### config.mk
export PLATFORM = sky130hd
export DESIGN_NAME = rqfc_top
export DESIGN_NICKNAME = d
export VERILOG_FILES = /design/src/core/rqfc_pkg.sv /design/src/core/rqfc_top.sv /design/src/core/rqfc_arb.sv
export SDC_FILE = /design/constraint.sdc
export NUM_CORES = 1
export LEC_CHECK = 0
export ABC_AREA = 1
export BUFFER_PORTS_ARGS = -buffer_cell sky130_fd_sc_hd__clkbuf_2
export CAP_MARGIN = 20
export CORE_AREA = 2 2 170 172
export DETAILED_ROUTE_END_ITERATION = 6
export DIE_AREA = 0 0 172 174
export MAX_ROUTING_LAYER = met4
export PLACE_DENSITY = 0.8
export SYNTH_ARGS = -nofsm -noshare
export SYNTH_HDL_FRONTEND = slang
export SYNTH_HIERARCHICAL = 1
export SYNTH_SLANG_ARGS = --single-unit
### constraint.sdc
create_clock -name core_clk -period 3.62 [get_ports core_clk]
set_input_delay 0.543 -clock core_clk [delete_from_list [all_inputs] [get_ports core_clk]]
set_output_delay 0.543 -clock core_clk [all_outputs]
set_load 0.005 [all_outputs]
### src/core/rqfc_pkg.sv
// Package for the receive-queue flow control block: constants and carriers
package rqfc_pkg;

   // ------------------------------------------------------------
   // Queue geometry
   // ------------------------------------------------------------
   localparam int unsigned RQFC_PKTS_PER_UNIT = 32;
   localparam int unsigned RQFC_SLOT_BYTES = 2048;
   localparam int unsigned RQFC_SDRAM_PKTS = 8192;
   localparam int unsigned RQFC_OCC_W = 14;
   localparam int unsigned RQFC_SIZE_W = 8;

   // ------------------------------------------------------------
   // Jam and pause constants
   // ------------------------------------------------------------
   localparam logic [2:0] RQFC_JAM_BYTES = 3'h4;
   localparam logic [47:0] RQFC_PAUSE_DA = 48'h0180_6200_0001;
   localparam logic [15:0] RQFC_PAUSE_TIME_RST = 16'h0050;

   // ------------------------------------------------------------
   // Reset values of control bits
   // ------------------------------------------------------------
   localparam logic RQFC_AUTO_RST = 1'b1;
   localparam logic RQFC_PASS_CTRL_RST = 1'b0;

   // Arbiter grant owner
   typedef enum logic [1:0] {
      RQFC_OWN_IDLE,
      RQFC_OWN_MAC,
      RQFC_OWN_HDLC
   } rqfc_owner_t;

   // Transfer request from one engine to the SDRAM port
   typedef struct packed {
      logic req;
      logic wr;
      logic [22:0] addr;
      logic [31:0] wdata;
   } rqfc_xfer_req_t;

   // Host control bits
   typedef struct packed {
      logic auto_backpressure_enable;
      logic flow_ctrl_enable;
      logic pause_request_busy;
      logic jam_enable;
      logic pause_response_ctrl;
      logic full_duplex;
      logic [15:0] pause_time;
      logic [RQFC_SIZE_W-1:0] rx_queue_size;
      logic [RQFC_OCC_W-1:0] rx_queue_high_threshold;
      logic [RQFC_OCC_W-1:0] rx_queue_low_threshold;
   } rqfc_ctrl_t;

   // Status toward the host
   typedef struct packed {
      logic rx_queue_overflow_flag;
      logic high_latched;
      logic low_latched;
      logic above_high;
      logic flow_ctrl_enable;
      logic pause_request_busy;
   } rqfc_stat_t;

endpackage : rqfc_pkg

### src/core/rqfc_top.sv
// Receive-queue flow control: pause/jam backpressure and queue status
module rqfc_top
   import rqfc_pkg::*;
#(
   parameter int unsigned OCC_W = RQFC_OCC_W
)
(
   input wire logic core_clk,
   input wire logic resetn,
   // Host control bits
   input wire logic auto_backpressure_enable,
   input wire logic host_flow_ctrl_enable,
   input wire logic host_pause_request,
   input wire logic jam_enable,
   input wire logic pause_response_ctrl,
   input wire logic full_duplex,
   input wire logic [15:0] pause_time,
   input wire logic [RQFC_SIZE_W-1:0] rx_queue_size,
   input wire logic [OCC_W-1:0] rx_queue_high_threshold,
   input wire logic [OCC_W-1:0] rx_queue_low_threshold,
   input wire logic status_read,
   input wire logic [OCC_W-1:0] tx_queue_high_threshold,
   input wire logic [OCC_W-1:0] tx_queue_low_threshold,
   // Queue events from the MAC and HDLC sides
   input wire logic rx_frame_start,
   input wire logic rx_enqueue,
   input wire logic rx_dequeue,
   input wire logic tx_enqueue,
   input wire logic tx_dequeue,
   input wire logic rx_pause_received,
   input wire logic [15:0] rx_pause_quanta,
   input wire logic pause_sent,
   input wire logic slot_tick,
   // MAC-side backpressure actions
   output logic pause_send_req,
   output logic [47:0] pause_dest_addr,
   output logic [15:0] pause_quanta,
   output logic jam_active,
   output logic rx_frame_drop,
   output logic tx_hold,
   // Status bits
   output logic flow_ctrl_enable,
   output logic pause_request_busy,
   output logic rx_queue_overflow_flag,
   output logic rx_high_latched,
   output logic rx_low_latched,
   output logic rx_above_high,
   output logic tx_high_latched,
   output logic tx_low_latched,
   output logic [OCC_W-1:0] rx_occupancy,
   // SDRAM arbitration
   input rqfc_xfer_req_t mac_req,
   input rqfc_xfer_req_t hdlc_req,
   output logic mac_gnt,
   output logic hdlc_gnt,
   output rqfc_xfer_req_t sdram_req,
   input wire logic sdram_done,
   input wire logic [31:0] sdram_rdata,
   output logic [31:0] sdram_rdata_q,
   output logic sdram_rdata_valid
);

   // ------------------------------------------------------------
   // State
   // ------------------------------------------------------------
   // Every register of the block outside u_arb lives in this one struct
   typedef struct packed {
      logic [OCC_W-1:0] rx_occ;
      logic [OCC_W-1:0] tx_occ;
      logic above_high;
      logic above_low;
      logic tx_above_high;
      logic tx_above_low;
      logic high_lat;
      logic low_lat;
      logic ovf_lat;
      logic tx_high_lat;
      logic tx_low_lat;
      logic pause_busy;
      logic fce;
      logic [2:0] jam_cnt;
      logic jam;
      logic drop;
      logic [15:0] hold_cnt;
      logic [15:0] quanta;
   } rqfc_state_t;

   rqfc_state_t s_q;
   rqfc_state_t s_d;

   logic [OCC_W:0] cap_pkts;
   // Next occupancies, shared by the counters and the threshold compares
   logic [OCC_W-1:0] rx_occ_next;
   logic [OCC_W-1:0] tx_occ_next;
   logic full;

   // capacity in units of 32 packets
   assign cap_pkts = (OCC_W+1)'(rx_queue_size) *
                     (OCC_W+1)'(RQFC_PKTS_PER_UNIT);
   // A size of zero makes the queue full at once, so every frame drops
   assign full = ({1'b0, s_q.rx_occ} >= cap_pkts);

   // ------------------------------------------------------------
   // Next-state logic
   // ------------------------------------------------------------
   always_comb
   begin
      s_d = s_q;
      rx_occ_next = s_q.rx_occ;
      tx_occ_next = s_q.tx_occ;

      // Drop is decided once per frame at its start; a frame already
      // being stored is not flagged, but its enqueues stop counting once full
      // drop new frames while full
      if (rx_frame_start)
         s_d.drop = full;
      if (rx_enqueue && !s_q.drop && !full)
         rx_occ_next = rx_occ_next + 1'b1;
      // Dequeue at zero is ignored so a stray pulse cannot wrap the
      // count and fake a full queue; same cycle in and out cancel only when the enqueue counts and the count is not zero
      if (rx_dequeue && (s_q.rx_occ != '0))
         rx_occ_next = rx_occ_next - 1'b1;
      s_d.rx_occ = rx_occ_next;

      // No backpressure is derived from these; they only feed status
      // transmit queue: counters and thresholds only
      if (tx_enqueue)
         tx_occ_next = tx_occ_next + 1'b1;
      if (tx_dequeue && (s_q.tx_occ != '0))
         tx_occ_next = tx_occ_next - 1'b1;
      s_d.tx_occ = tx_occ_next;

      // compare on every enqueue and dequeue
      s_d.above_high = (rx_occ_next > rx_queue_high_threshold);
      s_d.above_low = (rx_occ_next > rx_queue_low_threshold);
      s_d.tx_above_high = (tx_occ_next > tx_queue_high_threshold);
      s_d.tx_above_low = (tx_occ_next > tx_queue_low_threshold);

      // read clears, a new event in the same cycle wins
      if (status_read)
      begin
         s_d.high_lat = 1'b0;
         s_d.low_lat = 1'b0;
         s_d.ovf_lat = 1'b0;
         s_d.tx_high_lat = 1'b0;
         s_d.tx_low_lat = 1'b0;
      end
      // Crossing edges come from the registered level, so one crossing
      // sets its latch once however long the level stays
      if (s_d.above_high && !s_q.above_high)
         s_d.high_lat = 1'b1;
      if (!s_d.above_low && s_q.above_low)
         s_d.low_lat = 1'b1;
      if (s_d.tx_above_high && !s_q.tx_above_high)
         s_d.tx_high_lat = 1'b1;
      if (!s_d.tx_above_low && s_q.tx_above_low)
         s_d.tx_low_lat = 1'b1;
      if (rx_frame_start && full)
         s_d.ovf_lat = 1'b1;

      // In manual mode the host bit passes one flop, so the MAC sees
      // a change one cycle after the host makes it
      // device owns the bits in automatic mode
      if (auto_backpressure_enable)
         s_d.fce = 1'b1;
      else
         s_d.fce = host_flow_ctrl_enable;

      // timer frozen while a pause waits, so the frame carries
      // the value that stood when the pause was asked for
      if (!s_q.pause_busy)
         s_d.quanta = pause_time;

      // Pause request stays busy until the MAC reports it sent
      if (pause_sent)
         s_d.pause_busy = 1'b0;
      if (full_duplex && s_d.fce)
      begin
         if (auto_backpressure_enable)
         begin
            if (rx_frame_start && s_q.above_high)
               s_d.pause_busy = 1'b1;
         end
         else if (host_pause_request)
            s_d.pause_busy = 1'b1;
      end

      // The level is taken from the previous cycle, so a frame that
      // starts in the very cycle of the crossing is left alone
      // jam only new frames in half duplex
      if (rx_frame_start && !full_duplex &&
          (auto_backpressure_enable ? s_q.above_high
                                    : (jam_enable && s_d.fce)))
      begin
         s_d.jam = 1'b1;
         s_d.jam_cnt = RQFC_JAM_BYTES;
      end
      else if (s_q.jam)
      begin
         // One byte time per core_clk cycle; no strobe gates the count
         s_d.jam_cnt = s_q.jam_cnt - 3'h1;
         if (s_q.jam_cnt == 3'h1)
            s_d.jam = 1'b0;
      end

      // A new pause frame restarts the count rather than adding to it
      // honour received pause only when enabled
      if (rx_pause_received && pause_response_ctrl && full_duplex)
         s_d.hold_cnt = rx_pause_quanta;
      else if (slot_tick && (s_q.hold_cnt != '0))
         s_d.hold_cnt = s_q.hold_cnt - 16'h0001;
   end

   // State register
   always_ff @(posedge core_clk or negedge resetn)
   begin
      if (!resetn)
      begin
         s_q <= '0;
         s_q.fce <= RQFC_AUTO_RST;
         s_q.quanta <= RQFC_PAUSE_TIME_RST;
      end
      else
         s_q <= s_d;
   end

   // ------------------------------------------------------------
   // Outputs
   // ------------------------------------------------------------
   // The request level doubles as the busy bit seen by the host
   assign pause_send_req = s_q.pause_busy;
   assign pause_dest_addr = RQFC_PAUSE_DA;
   assign pause_quanta = s_q.quanta;
   assign jam_active = s_q.jam;
   assign rx_frame_drop = s_q.drop;
   // Hold follows the countdown; pause response control only gates the reload
   assign tx_hold = (s_q.hold_cnt != '0);
   // Status levels come straight from flops, so the host never sees
   // a glitch between two updates
   assign flow_ctrl_enable = s_q.fce;
   assign pause_request_busy = s_q.pause_busy;
   assign rx_queue_overflow_flag = s_q.ovf_lat;
   assign rx_high_latched = s_q.high_lat;
   assign rx_low_latched = s_q.low_lat;
   assign rx_above_high = s_q.above_high;
   assign tx_high_latched = s_q.tx_high_lat;
   assign tx_low_latched = s_q.tx_low_lat;
   assign rx_occupancy = s_q.rx_occ;

   // ------------------------------------------------------------
   // SDRAM arbiter
   // ------------------------------------------------------------
   // Only request handling is kept here; SDRAM timing is left to the
   // controller that answers sdram_req
   rqfc_arb u_arb (
      .core_clk(core_clk),
      .resetn(resetn),
      .mac_req(mac_req),
      .hdlc_req(hdlc_req),
      .mac_gnt(mac_gnt),
      .hdlc_gnt(hdlc_gnt),
      .sdram_req(sdram_req),
      .sdram_done(sdram_done),
      .sdram_rdata(sdram_rdata),
      .rdata(sdram_rdata_q),
      .rdata_valid(sdram_rdata_valid)
   );

endmodule : rqfc_top

### src/core/rqfc_arb.sv
// SDRAM request arbiter between the MAC and HDLC engines
module rqfc_arb
   import rqfc_pkg::*;
(
   input wire logic core_clk,
   input wire logic resetn,
   input rqfc_xfer_req_t mac_req,
   input rqfc_xfer_req_t hdlc_req,
   output logic mac_gnt,
   output logic hdlc_gnt,
   output rqfc_xfer_req_t sdram_req,
   input wire logic sdram_done,
   input wire logic [31:0] sdram_rdata,
   output logic [31:0] rdata,
   output logic rdata_valid
);

   typedef struct packed {
      rqfc_owner_t owner;
      logic last_mac;
      rqfc_xfer_req_t cmd;
      logic [31:0] rdata;
      logic rvalid;
   } rqfc_arb_state_t;

   rqfc_arb_state_t s_q;
   rqfc_arb_state_t s_d;

   // ------------------------------------------------------------
   // Round-robin so neither engine can starve the other
   // ------------------------------------------------------------
   always_comb
   begin
      s_d = s_q;
      s_d.rvalid = 1'b0;
      unique case (s_q.owner)
         RQFC_OWN_IDLE:
         begin
            if (mac_req.req && (!hdlc_req.req || !s_q.last_mac))
            begin
               s_d.owner = RQFC_OWN_MAC;
               s_d.cmd = mac_req;
               s_d.last_mac = 1'b1;
            end
            else if (hdlc_req.req)
            begin
               s_d.owner = RQFC_OWN_HDLC;
               s_d.cmd = hdlc_req;
               s_d.last_mac = 1'b0;
            end
         end
         RQFC_OWN_MAC, RQFC_OWN_HDLC:
         begin
            if (sdram_done)
            begin
               s_d.owner = RQFC_OWN_IDLE;
               s_d.cmd.req = 1'b0;
               s_d.rdata = sdram_rdata;
               s_d.rvalid = !s_q.cmd.wr;
            end
         end
         default:
         begin
            s_d.owner = RQFC_OWN_IDLE;
         end
      endcase
   end

   // State register
   always_ff @(posedge core_clk or negedge resetn)
   begin
      if (!resetn)
         s_q <= '0;
      else
         s_q <= s_d;
   end

   // Grant is a one-cycle pulse when a request is taken
   assign mac_gnt = (s_q.owner == RQFC_OWN_IDLE) &&
                    (s_d.owner == RQFC_OWN_MAC);
   assign hdlc_gnt = (s_q.owner == RQFC_OWN_IDLE) &&
                     (s_d.owner == RQFC_OWN_HDLC);
   assign sdram_req = s_q.cmd;
   assign rdata = s_q.rdata;
   assign rdata_valid = s_q.rvalid;

endmodule : rqfc_arb

Word-level counts from Yosys, hierarchy flattened:

Cells that the tools add are included.

* register bits: 169

* add/sub/neg operators: 6
* $lt $le $gt $ge: 5
* equality and inequality tests: 7
* muxes and demuxes: 30
* reductions and logical operators: 48

Operator list (count)
* 60-bit two-way mux: 2
* 14-bit > comparator: 4
* 14-bit two-way mux: 4
* 16-bit two-way mux: 2
* 14-bit by 1-bit adder with 14-bit output, second input constant: 2
* 14-bit nonzero test: 2
* 14-bit by 1-bit subtractor with 14-bit output, second input constant: 2
* 1-bit logical AND: 20
* 2-bit nonzero test: 9
* 1-bit two-way mux: 16
* 16-bit nonzero test: 1
* 16-bit by 1-bit subtractor with 16-bit output, second input constant: 1
* 14-bit by 13-bit >= comparator with 1-bit output: 1
* 1-bit logical NOT: 10
* 4-bit two-way mux: 2
* 5-bit two-way mux: 1
* 2-bit by 1-bit equality test with 1-bit output, second input constant: 2
* 2-bit equality test, second input constant: 2
* 2-bit case mux with 2 select lines: 1
* 2-bit AND reduction: 2
* 3-bit by 1-bit equality test with 1-bit output, second input constant: 1
* 3-bit by 2-bit != test with 1-bit output, second input constant: 1
* 3-bit AND reduction: 1
* 3-bit by 1-bit subtractor with 3-bit output, second input constant: 1
* other kinds (6): 6

Logic depth before layout (Yosys ltp):

Gate-level depths: netlist (run 1).

* depth in word-level cells: 10
* depth in mapped cells: 27
* gate-level depth less buffers: 27

Modules after synthesis:

Netlist (run 1), hierarchy kept.

By module, submodules not included
* rqfc_top: instances 1, cells each 981, area an instance 6935.4 um^2, seq. area each 1905.6 um^2
* rqfc_arb: instances 1, cells each 535, area an instance 4904.7 um^2, seq. area each 2327.2 um^2

Worst setup path after synthesis (run 1):

No wires, ideal clock.

* kind: in2reg
* start: in rx_queue_size[4]
* end: reg s_q, in the netlist rx_high_latched
* library setup time: 0.126 ns
* data arrival time: 3.354 ns
* data required time: 3.494 ns
* slack: 0.140 ns
* stages: 27
* cell sequence: inv_1 -> ha_1 -> nand2_1 -> clkinv_1 -> nand2_1 -> nand2_1 -> nand2_1 -> nand4_4 -> nand2_1 -> nand2_1 -> inv_1 -> ha_1 -> inv_1 -> nor2_1 -> nand2_1 -> nor2_2 -> nand2_1 -> nand2_1 -> nand2_1 -> ha_1 -> nand2_1 -> nor4_1 -> nand3_1 -> nor2_1 -> a31oi_1 -> nand2_1 -> o21ai_0

RTL lines
* from (decl): RTL line rqfc_top.sv:18 `input wire logic [RQFC_SIZE_W-1:0] rx_queue_size,`
* to (decl): RTL line rqfc_top.sv:88 `rqfc_state_t s_q;`

==> results of run 1 <==
state kept, by name, summed over array words and instances (netlist names):
signal	count
rx_queue_overflow_flag	1
jam_active	1
tx_low_latched	1
rx_low_latched	1
flow_ctrl_enable	1
pause_quanta	16
rx_above_high	1
rx_high_latched	1
u_arb/rdata_valid	1
s_q	36
u_arb/rdata	32
tx_high_latched	1
pause_request_busy	1
rx_occupancy	14
u_arb/sdram_req	57
u_arb/s_q	3
rx_frame_drop	1
metrics by stage:
stage	instances	hold slack, ns	worst slack [ns]	utilization (%)	setup TNS, ns
floorplan	1562	0.2474	0.1396	-	0
global placement	2192	0.4360	-0.1076	47.56	-0.2004
detailed placement	2192	0.4436	-0.1853	47.56	-0.4223
CTS	2224	0.1542	0.03850	49.77	0
global route	2234	0.1670	-0.07035	51.02	-0.1212
finish	2234	0.1282	0.1424	51.02	0
power by group through the flow:
stage	registers, W	logic (W)	clock network [W]
2_1_floorplan	0.00313	0.00397	0
3_3_place_gp	0.00321	0.00512	0
3_5_place_dp	0.00325	0.00525	0
4_1_cts	0.00322	0.00529	0.00200
5_1_grt	0.00333	0.00620	0.00209
6_report	0.00324	0.00559	0.00196
logic make-up (layout without fill, tap and decap cells):
group	Yosys count	count (layout)	share of synthesized area, %
buffers and inverters	393	679	18.69
DFF	169	169	35.75
and+or+nand+nor	684	685	25.40
other	2	49	0.06343
xor gates and xnor gates	38	38	2.811
AOI/OAI and AO/OA	123	123	6.309
muxes	32	32	3.043
adders and majority gates	75	75	7.926
cell type report:
type / instances / area [um2]
Sequential cell: 169 / 4235
Multi-Input combinational cell: 1001 / 5826
Tap cell: 384 / 480.5
Antenna cell: 1 / 2.502
Clock inverter: 15 / 200.2
Inverter: 182 / 683.2
Timing Repair Buffer: 465 / 2555
Clock buffer: 17 / 425.4
Fill cell: 2704 / 13830
cell usage after synthesis (2+ instances only):
library cell and count:
nand2_1 397, inv_1 170, buf_4 169, dfrtp_1 166, nor2_1 89, nand3_1 84
ha_1 75, nand4_1 59, a21oi_1 35, mux2_2 32, xor2_1 32, o21ai_0 31
o211ai_1 28, buf_2 23, nor2_2 14, nand2_2 11, a31oi_1 10, buf_6 10
clkbuf_1 9, inv_2 9, nor3_1 9, nor4_1 6, xnor2_1 6, o21ai_1 5
o21ai_2 4, o221ai_1 4, clkinv_1 3, dfstp_2 3, or2_2 3, conb_1 2
nand3_2 2, nand3b_1 2, nor2_4 2, nor3_2 2, o31ai_1 2
path summary, 6_finish.rpt:
kind                                startpoint           endpoint  slack (ns)  depth (start not counted)
setup / recovery               rx_occupancy[8]    rx_high_latched        0.14                         24
hold / removal                          resetn    u_arb/rdata[11]        0.13                          1
setup reg to reg               rx_occupancy[8]    rx_high_latched        0.14                         24
hold reg to reg            u_arb/sdram_req[55]  u_arb/rdata_valid        0.45                          1
max in group asynchronous               resetn    pause_quanta[4]        2.60                          2
min in group core_clk            pause_time[6]    pause_quanta[6]        0.28                          3
placed cells by master (no fill, tap or decap), drive strengths merged, types with 4 or more instances in the layout:
cell	count
a21oi	35
a31oi	10
buf	72
clkbuf	410
clkinv	8
conb	48
dfrtp	166
ha	75
inv	188
mux2	32
nand2	409
nand3	86
nand4	60
nor2	107
nor3	11
nor4	6
o211ai	28
o21ai	40
o221ai	4
xnor2	6
xor2	32
layer usage:
layer  vias to the layer above  global-route usage [%]  part of all wire (%)
met1                      5042                   26.37                    40
met3                        52                   5.487                   7.3
li1                       5318                       -                     -
met2                       411                   38.81                    49
met4                         0                   7.913                   2.7
met5                         -                       -                     0
worst reg2reg max path, stage by stage, from the launching register on:
cell and delay (ns):
dfrtp_1 0.42, ha_1 0.30, nand2_2 0.09, inv_2 0.04, nand2_1 0.06, nand2_2 0.06, nand2_2 0.10, nand4_4 0.14
buf_6 0.18, nand2_1 0.09, nand2_2 0.10, nor2_2 0.14, nand2_1 0.12, nor2_1 0.15, nand3_1 0.10, nand2_1 0.13
ha_1 0.24, nand2_1 0.10, buf_4 0.12, nor2_1 0.05, a211oi_2 0.25, buf_4 0.16, a31oi_2 0.09, nand2_1 0.06
o21ai_0 0.07
what timing repair did:
action,in CTS,in global routing
endpoints found under the setup margin,0,5
gates resized for setup,0,66
setup buffers,0,7
==> flow_metrics.tcl, run 1 <==
set metrics [dict create \
    ant_nets 0 \
    gp_congestion 0.9137 \
    vias 10823 \
    path_clk_slew_ns 0.08 \
    max_freq_mhz 287.6 \
    power_density_nw_per_um2 749.0 \
    htreeDepth 4 \
    core-area_um2 28240 \
    path_buf_inv 4 \
    place_area_um2 13430 \
    place_hpwl_um 27320 \
    avgSynthCellArea_um2 7.810 \
    switching_share_pct 43.92 \
    initial_core_util_pct 41.93 \
    crit_top_cell "nand2_1" \
    hold_violations 0 \
    vdd_drop_max_v 0.0003970 \
    die_y_um 174 \
    power.total_w 0.01079 \
    drc 0 \
    cts.sinks 169 \
    syn2layout_area_growth_pct 21.68 \
    io_pins 442 \
    syn-cell-area_um2 11840 \
    antenna_found_initial 1 \
    wirelength_um 35090 \
    clkPwrFrac_pct 18.1 \
    dieArea_um2 29930 \
    grt_setup_unrepaired "yes" \
    grt_overflow 0 \
    p_leak_nw 7.978 \
    synth_cells 1516 \
    setup_violations 0 \
    synth-seq-area-share_pct 35.75 \
    drive_gt1_share_pct 34.29 \
    slew_viol_final 0 \
    row_count 62 \
    drtIter0Drc 672 \
    max-slew-margin-rel_pct 34.87 \
    ctsHoldBuffers 0 \
    grt_pass1_wl_um 52370 \
    period_needed_ns 3.478 \
    grt_pass1_vias 10391 \
    clk_root_buffer_cell "clkbuf_16" \
    seqPwrFrac_pct 30.0 \
    port_buffers 393 \
    finalCritPeriodShare_pct 96.07 \
    firstDrtPassIters 5 \
    p_sw_w 0.004739 \
    synth-edff-count 0 \
    async_flop_share_pct 100.0 \
    synth_area_leader_cell "dfrtp_1" \
    worst_slew_pin_slew_ns 0.9769 \
    status "finished clean" \
    path_max_fanout 5 \
    synth_top_area_share_pct 35.08 \
    max_cap_viol_count 0 \
    hold_class "primary input to async pin" \
    synth_warnings 6 \
    ys_ff_latch 169 \
    routed_via_density 4.845 \
    p_int_w 0.006052 \
    nets 2171 \
    critPathMaxStageDelay_ns 0.42 \
    grt_start_max_net_pins 79 \
    cts_tree "built" \
    ys.flop_type "dfrtp_1" \
    synth.area.top_cells "dfrtp_1 35%, nand2_1 13%, buf_4 11%" \
    cp_cell_sequence "ha_1 -> nand2_2 -> inv_2 -> nand2_1 -> nand2_2 -> nand2_2 -> nand4_4 -> buf_6 -> nand2_1 -> nand2_2 -> nor2_2 -> nand2_1 -> nor2_1 -> nand3_1 -> nand2_1 -> ha_1 -> nand2_1 -> buf_4 -> nor2_1 -> a211oi_2 -> buf_4 -> a31oi_2 -> nand2_1 -> o21ai_0" \
    slowest_stage "dfrtp_1" \
    cts_buffers 17 \
    final_area_um2 14410 \
    insertion_delay_ns 0.44 \
    p_comb_share_pct 51.8 \
    critPathArrivalTime_ns 3.80 \
    wl_per_cell_um 15.71 \
    grt_usage_pct 22.89 \
    ctsLongestPathBuffers 2 \
    critPathTopFamily "simple AND/OR/NAND/NOR gates" \
    finalClockSkew_ns 0.006735 \
    worstSetupStartpointType "register" \
    cp.required_ns 3.94 \
    die_x_um 172 \
    ys_types 43 \
    critical_path_class "register to register" \
    cp-end-kind "register" \
]
(Power assumes the default switching activity.)
==> run 2: changes to the inputs <==
--- a/config.mk
+++ b/config.mk
@@ -5,14 +5,13 @@
 export SDC_FILE = /design/constraint.sdc
 export NUM_CORES = 1
 export LEC_CHECK = 0
-export ABC_AREA = 1
 export BUFFER_PORTS_ARGS = -buffer_cell sky130_fd_sc_hd__clkbuf_2
 export CAP_MARGIN = 20
-export CORE_AREA = 2 2 170 172
+export CORE_AREA = 2 2 174 176
 export DETAILED_ROUTE_END_ITERATION = 6
-export DIE_AREA = 0 0 172 174
+export DIE_AREA = 0 0 176 178
 export MAX_ROUTING_LAYER = met4
-export PLACE_DENSITY = 0.8
+export PLACE_DENSITY = 0.74
 export SYNTH_ARGS = -nofsm -noshare
 export SYNTH_HDL_FRONTEND = slang
 export SYNTH_HIERARCHICAL = 1
==> flow_metrics.tcl, run 2 <==
set metrics [dict create \
    status "complete, but fails checks" \
    violations "setup timing" \
    grt_overflow 0 \
    synth_warnings 6 \
    initial_core_util_pct 37.44 \
    ant_nets 0 \
    synth-seq-area-share_pct 38.46 \
    die_x_um 176 \
    finalCritPeriodShare_pct 109.7 \
    wl_per_cell_um 16.88 \
    path_max_fanout 3 \
    avgSynthCellArea_um2 9.872 \
    worst_slew_pin_slew_ns 0.9465 \
    wirelength_um 31550 \
    slew_viol_final 0 \
    yosys-top-cells-count "169 x buf_4, 166 x dfrtp_1, 86 x inv_1" \
    cp-end-kind "register" \
    power_density_nw_per_um2 788.3 \
    antenna_found_initial 0 \
    critPathMaxStageDelay_ns 0.49 \
    syn-cell-area_um2 11010 \
    cts_tree "built" \
    drc 0 \
    power.total_w 0.01098 \
    async_flop_share_pct 100.0 \
    ff2ff_path_depth 20 \
    grt_pass1_vias 9386 \
    ys_ff_latch 169 \
    slowest_stage "or4b_4" \
    die_y_um 178 \
    fin_cells 1869 \
    hold_class "primary input to async pin" \
    rrSetupSlack_ns -0.35 \
    multi_input_comb_area_um2 5495 \
    synth-edff-count 0 \
    grt_pass1_wl_um 48200 \
    final_common_cell "clkbuf_2" \
    mostFrequentLayoutCells "392 x clkbuf_2, 164 x dfrtp_1, 105 x buf_4" \
    critPathLaunch "rx_occupancy[8]" \
    vias 9202 \
    synth.area.top_cells "dfrtp_1 38%, buf_4 12%, ha_1 8.5%" \
    core-area_um2 29400 \
    vdd_drop_max_v 0.0003848 \
    max_freq_mhz 251.8 \
    synth_cells 1115 \
    synth_area_leader_cell "dfrtp_1" \
    cts.sinks 169 \
    grt_usage_pct 20.33 \
    crit_top_cell "a21oi_2" \
    io_pins 442 \
    critPathTopFamily "compound AO/OA/AOI/OAI gates" \
    setup_violations 4 \
    nets 1801 \
    timing.rr.start "rx_occupancy[8]" \
    syn2layout_area_growth_pct 26.58 \
    diodes 0 \
    worstSetupStartpointType "register" \
    cp_cell_sequence "ha_4 -> a21oi_2 -> a21oi_2 -> a211o_1 -> nor2_4 -> mux2i_2 -> ha_2 -> nand2_2 -> a21oi_4 -> or4b_4 -> o31ai_4 -> xor2_2 -> ha_2 -> a21o_1 -> a21o_1 -> a21oi_2 -> nor2b_1 -> o21ai_1 -> a31oi_1 -> buf_4" \
    routed_via_density 4.923 \
    insertion_delay_ns 0.46 \
    fill_cells 2746 \
    largest_register_ff_count 57 \
    cp.depth 20 \
    drive_gt1_share_pct 45.10 \
    grt_start_max_net_pins 70 \
    place_hpwl_um 24680 \
    drtIter0Drc 573 \
    fin_ws_ns -0.3515 \
    cp.required_ns 3.98 \
    max_cap_viol_count 0 \
    path_clk_slew_ns 0.08 \
    port_buffers 393 \
    cts_buffers 17 \
    grt_setup_unrepaired "yes" \
    dieArea_um2 31330 \
    critical_path_class "register to register" \
    firstDrtPassIters 5 \
    period_needed_ns 3.971 \
    gp_congestion 0.9260 \
    finalClockSkew_ns 0.01048 \
    dp_slack_ns -0.5810 \
    ctsLongestPathBuffers 2 \
    dp.cells 1825 \
    p_leak_nw 7.230 \
    path_buf_inv 1 \
    ys.flop_type "dfrtp_1" \
    synth_top_area_share_pct 37.74 \
    htreeDepth 4 \
    max-slew-margin-rel_pct 36.90 \
    row_count 63 \
    critPathCapture "s_q[46]" \
    critPathArrivalTime_ns 4.33 \
    ys_types 72 \
    clk_root_buffer_cell "clkbuf_16" \
    hold_violations 0 \
    worstReg2RegEnd "s_q[46]" \
    yosysMostFrequentCell "buf_4" \
    seqCellArea_um2 4235 \
]
[run 2: cell count changes after synthesis, sizes merged, moves of 22 or more]
cell / previous run / this run
a32oi: 0 / 22
nand2: 409 / 50
and3: 0 / 53
a221o: 0 / 35
o211ai: 28 / 2
nor2: 106 / 51
inv: 179 / 87
nand3: 86 / 22
nand4: 60 / 17
xnor2: 6 / 39
[run 2: power by group]
group          internal (W)  total (W)  switching [W]
Sequential          0.00273    0.00334       0.000609
Combinational       0.00287    0.00580        0.00293
Clock              0.000930    0.00185       0.000917
Total               0.00653     0.0110        0.00445
[run 2: how the worst min path moves through the flow]
stage,start,to,slack (ns)
2_1_floorplan,resetn,jam_active,0.25
3_3_place_gp,s_q[45],tx_high_latched,0.44
3_5_place_dp,s_q[45],tx_high_latched,0.45
4_1_cts,resetn,u_arb/rdata[24],0.10
5_1_grt,resetn,u_arb/rdata[18],0.13
6_report,resetn,u_arb/rdata[9],0.10
[run 2: routing by layer]
metal	up-vias	track usage [%]	routed length [um]
li1	4377	-	-
met1	4417	23.02	12770
met5	-	-	0
met4	0	8.678	947
met2	355	34.61	15860
met3	53	4.731	1979
[run 2: cells by family after synthesis]
kind of cell               Yosys count  synth area share, %
AOI/OAI and AO/OA                  191                12.93
DFF                                169                38.46
adders and majority gates           75                8.526
and+or+nand+nor                    257                12.67
xor gates and xnor gates            65                5.172
muxes                               56                5.650
buffers and inverters              300                16.53
other                                2              0.06823
[run 2: what timing repair did]
item                       in CTS  in global routing
pin swaps                      15                 21
gates resized for setup        10                 34
hold buffers                    0                  0
setup endpoints to repair       7                  8
setup buffers                   4                  8
[run 2: final cells by class]
class / instances / share of cell area [%]
clock buffers: 17 / 3.053
multi-input cells: 692 / 39.44
well taps: 390 / 3.502
flip-flops and latches: 169 / 30.40
inverters: 87 / 2.398
repair buffers: 499 / 19.96
clock inverters: 15 / 1.239
[run 2: worst register-to-register path, stage by stage, from the launching register on]
cell and delay (ns):
dfrtp_1 0.44, ha_4 0.27, a21oi_2 0.15, a21oi_2 0.07
a211o_1 0.33, nor2_4 0.16, mux2i_2 0.27, ha_2 0.21
nand2_2 0.08, a21oi_4 0.12, or4b_4 0.49, o31ai_4 0.09
xor2_2 0.14, ha_2 0.19, a21o_1 0.16, a21o_1 0.16
a21oi_2 0.12, nor2b_1 0.05, o21ai_1 0.11, a31oi_1 0.11
buf_4 0.15
[run 2: through the flow]
step	area (um2)	util, %	hold WS (ns)	TNS (ns)
2_1_floorplan	11320	-	0.2474	-1.157
3_3_place_gp	13020	44.28	0.4385	-1.894
3_5_place_dp	13020	44.28	0.4474	-2.351
4_1_cts	13690	46.58	0.1004	-1.361
5_1_grt	13930	47.39	0.1327	-2.152
6_report	13930	47.39	0.1023	-1.236
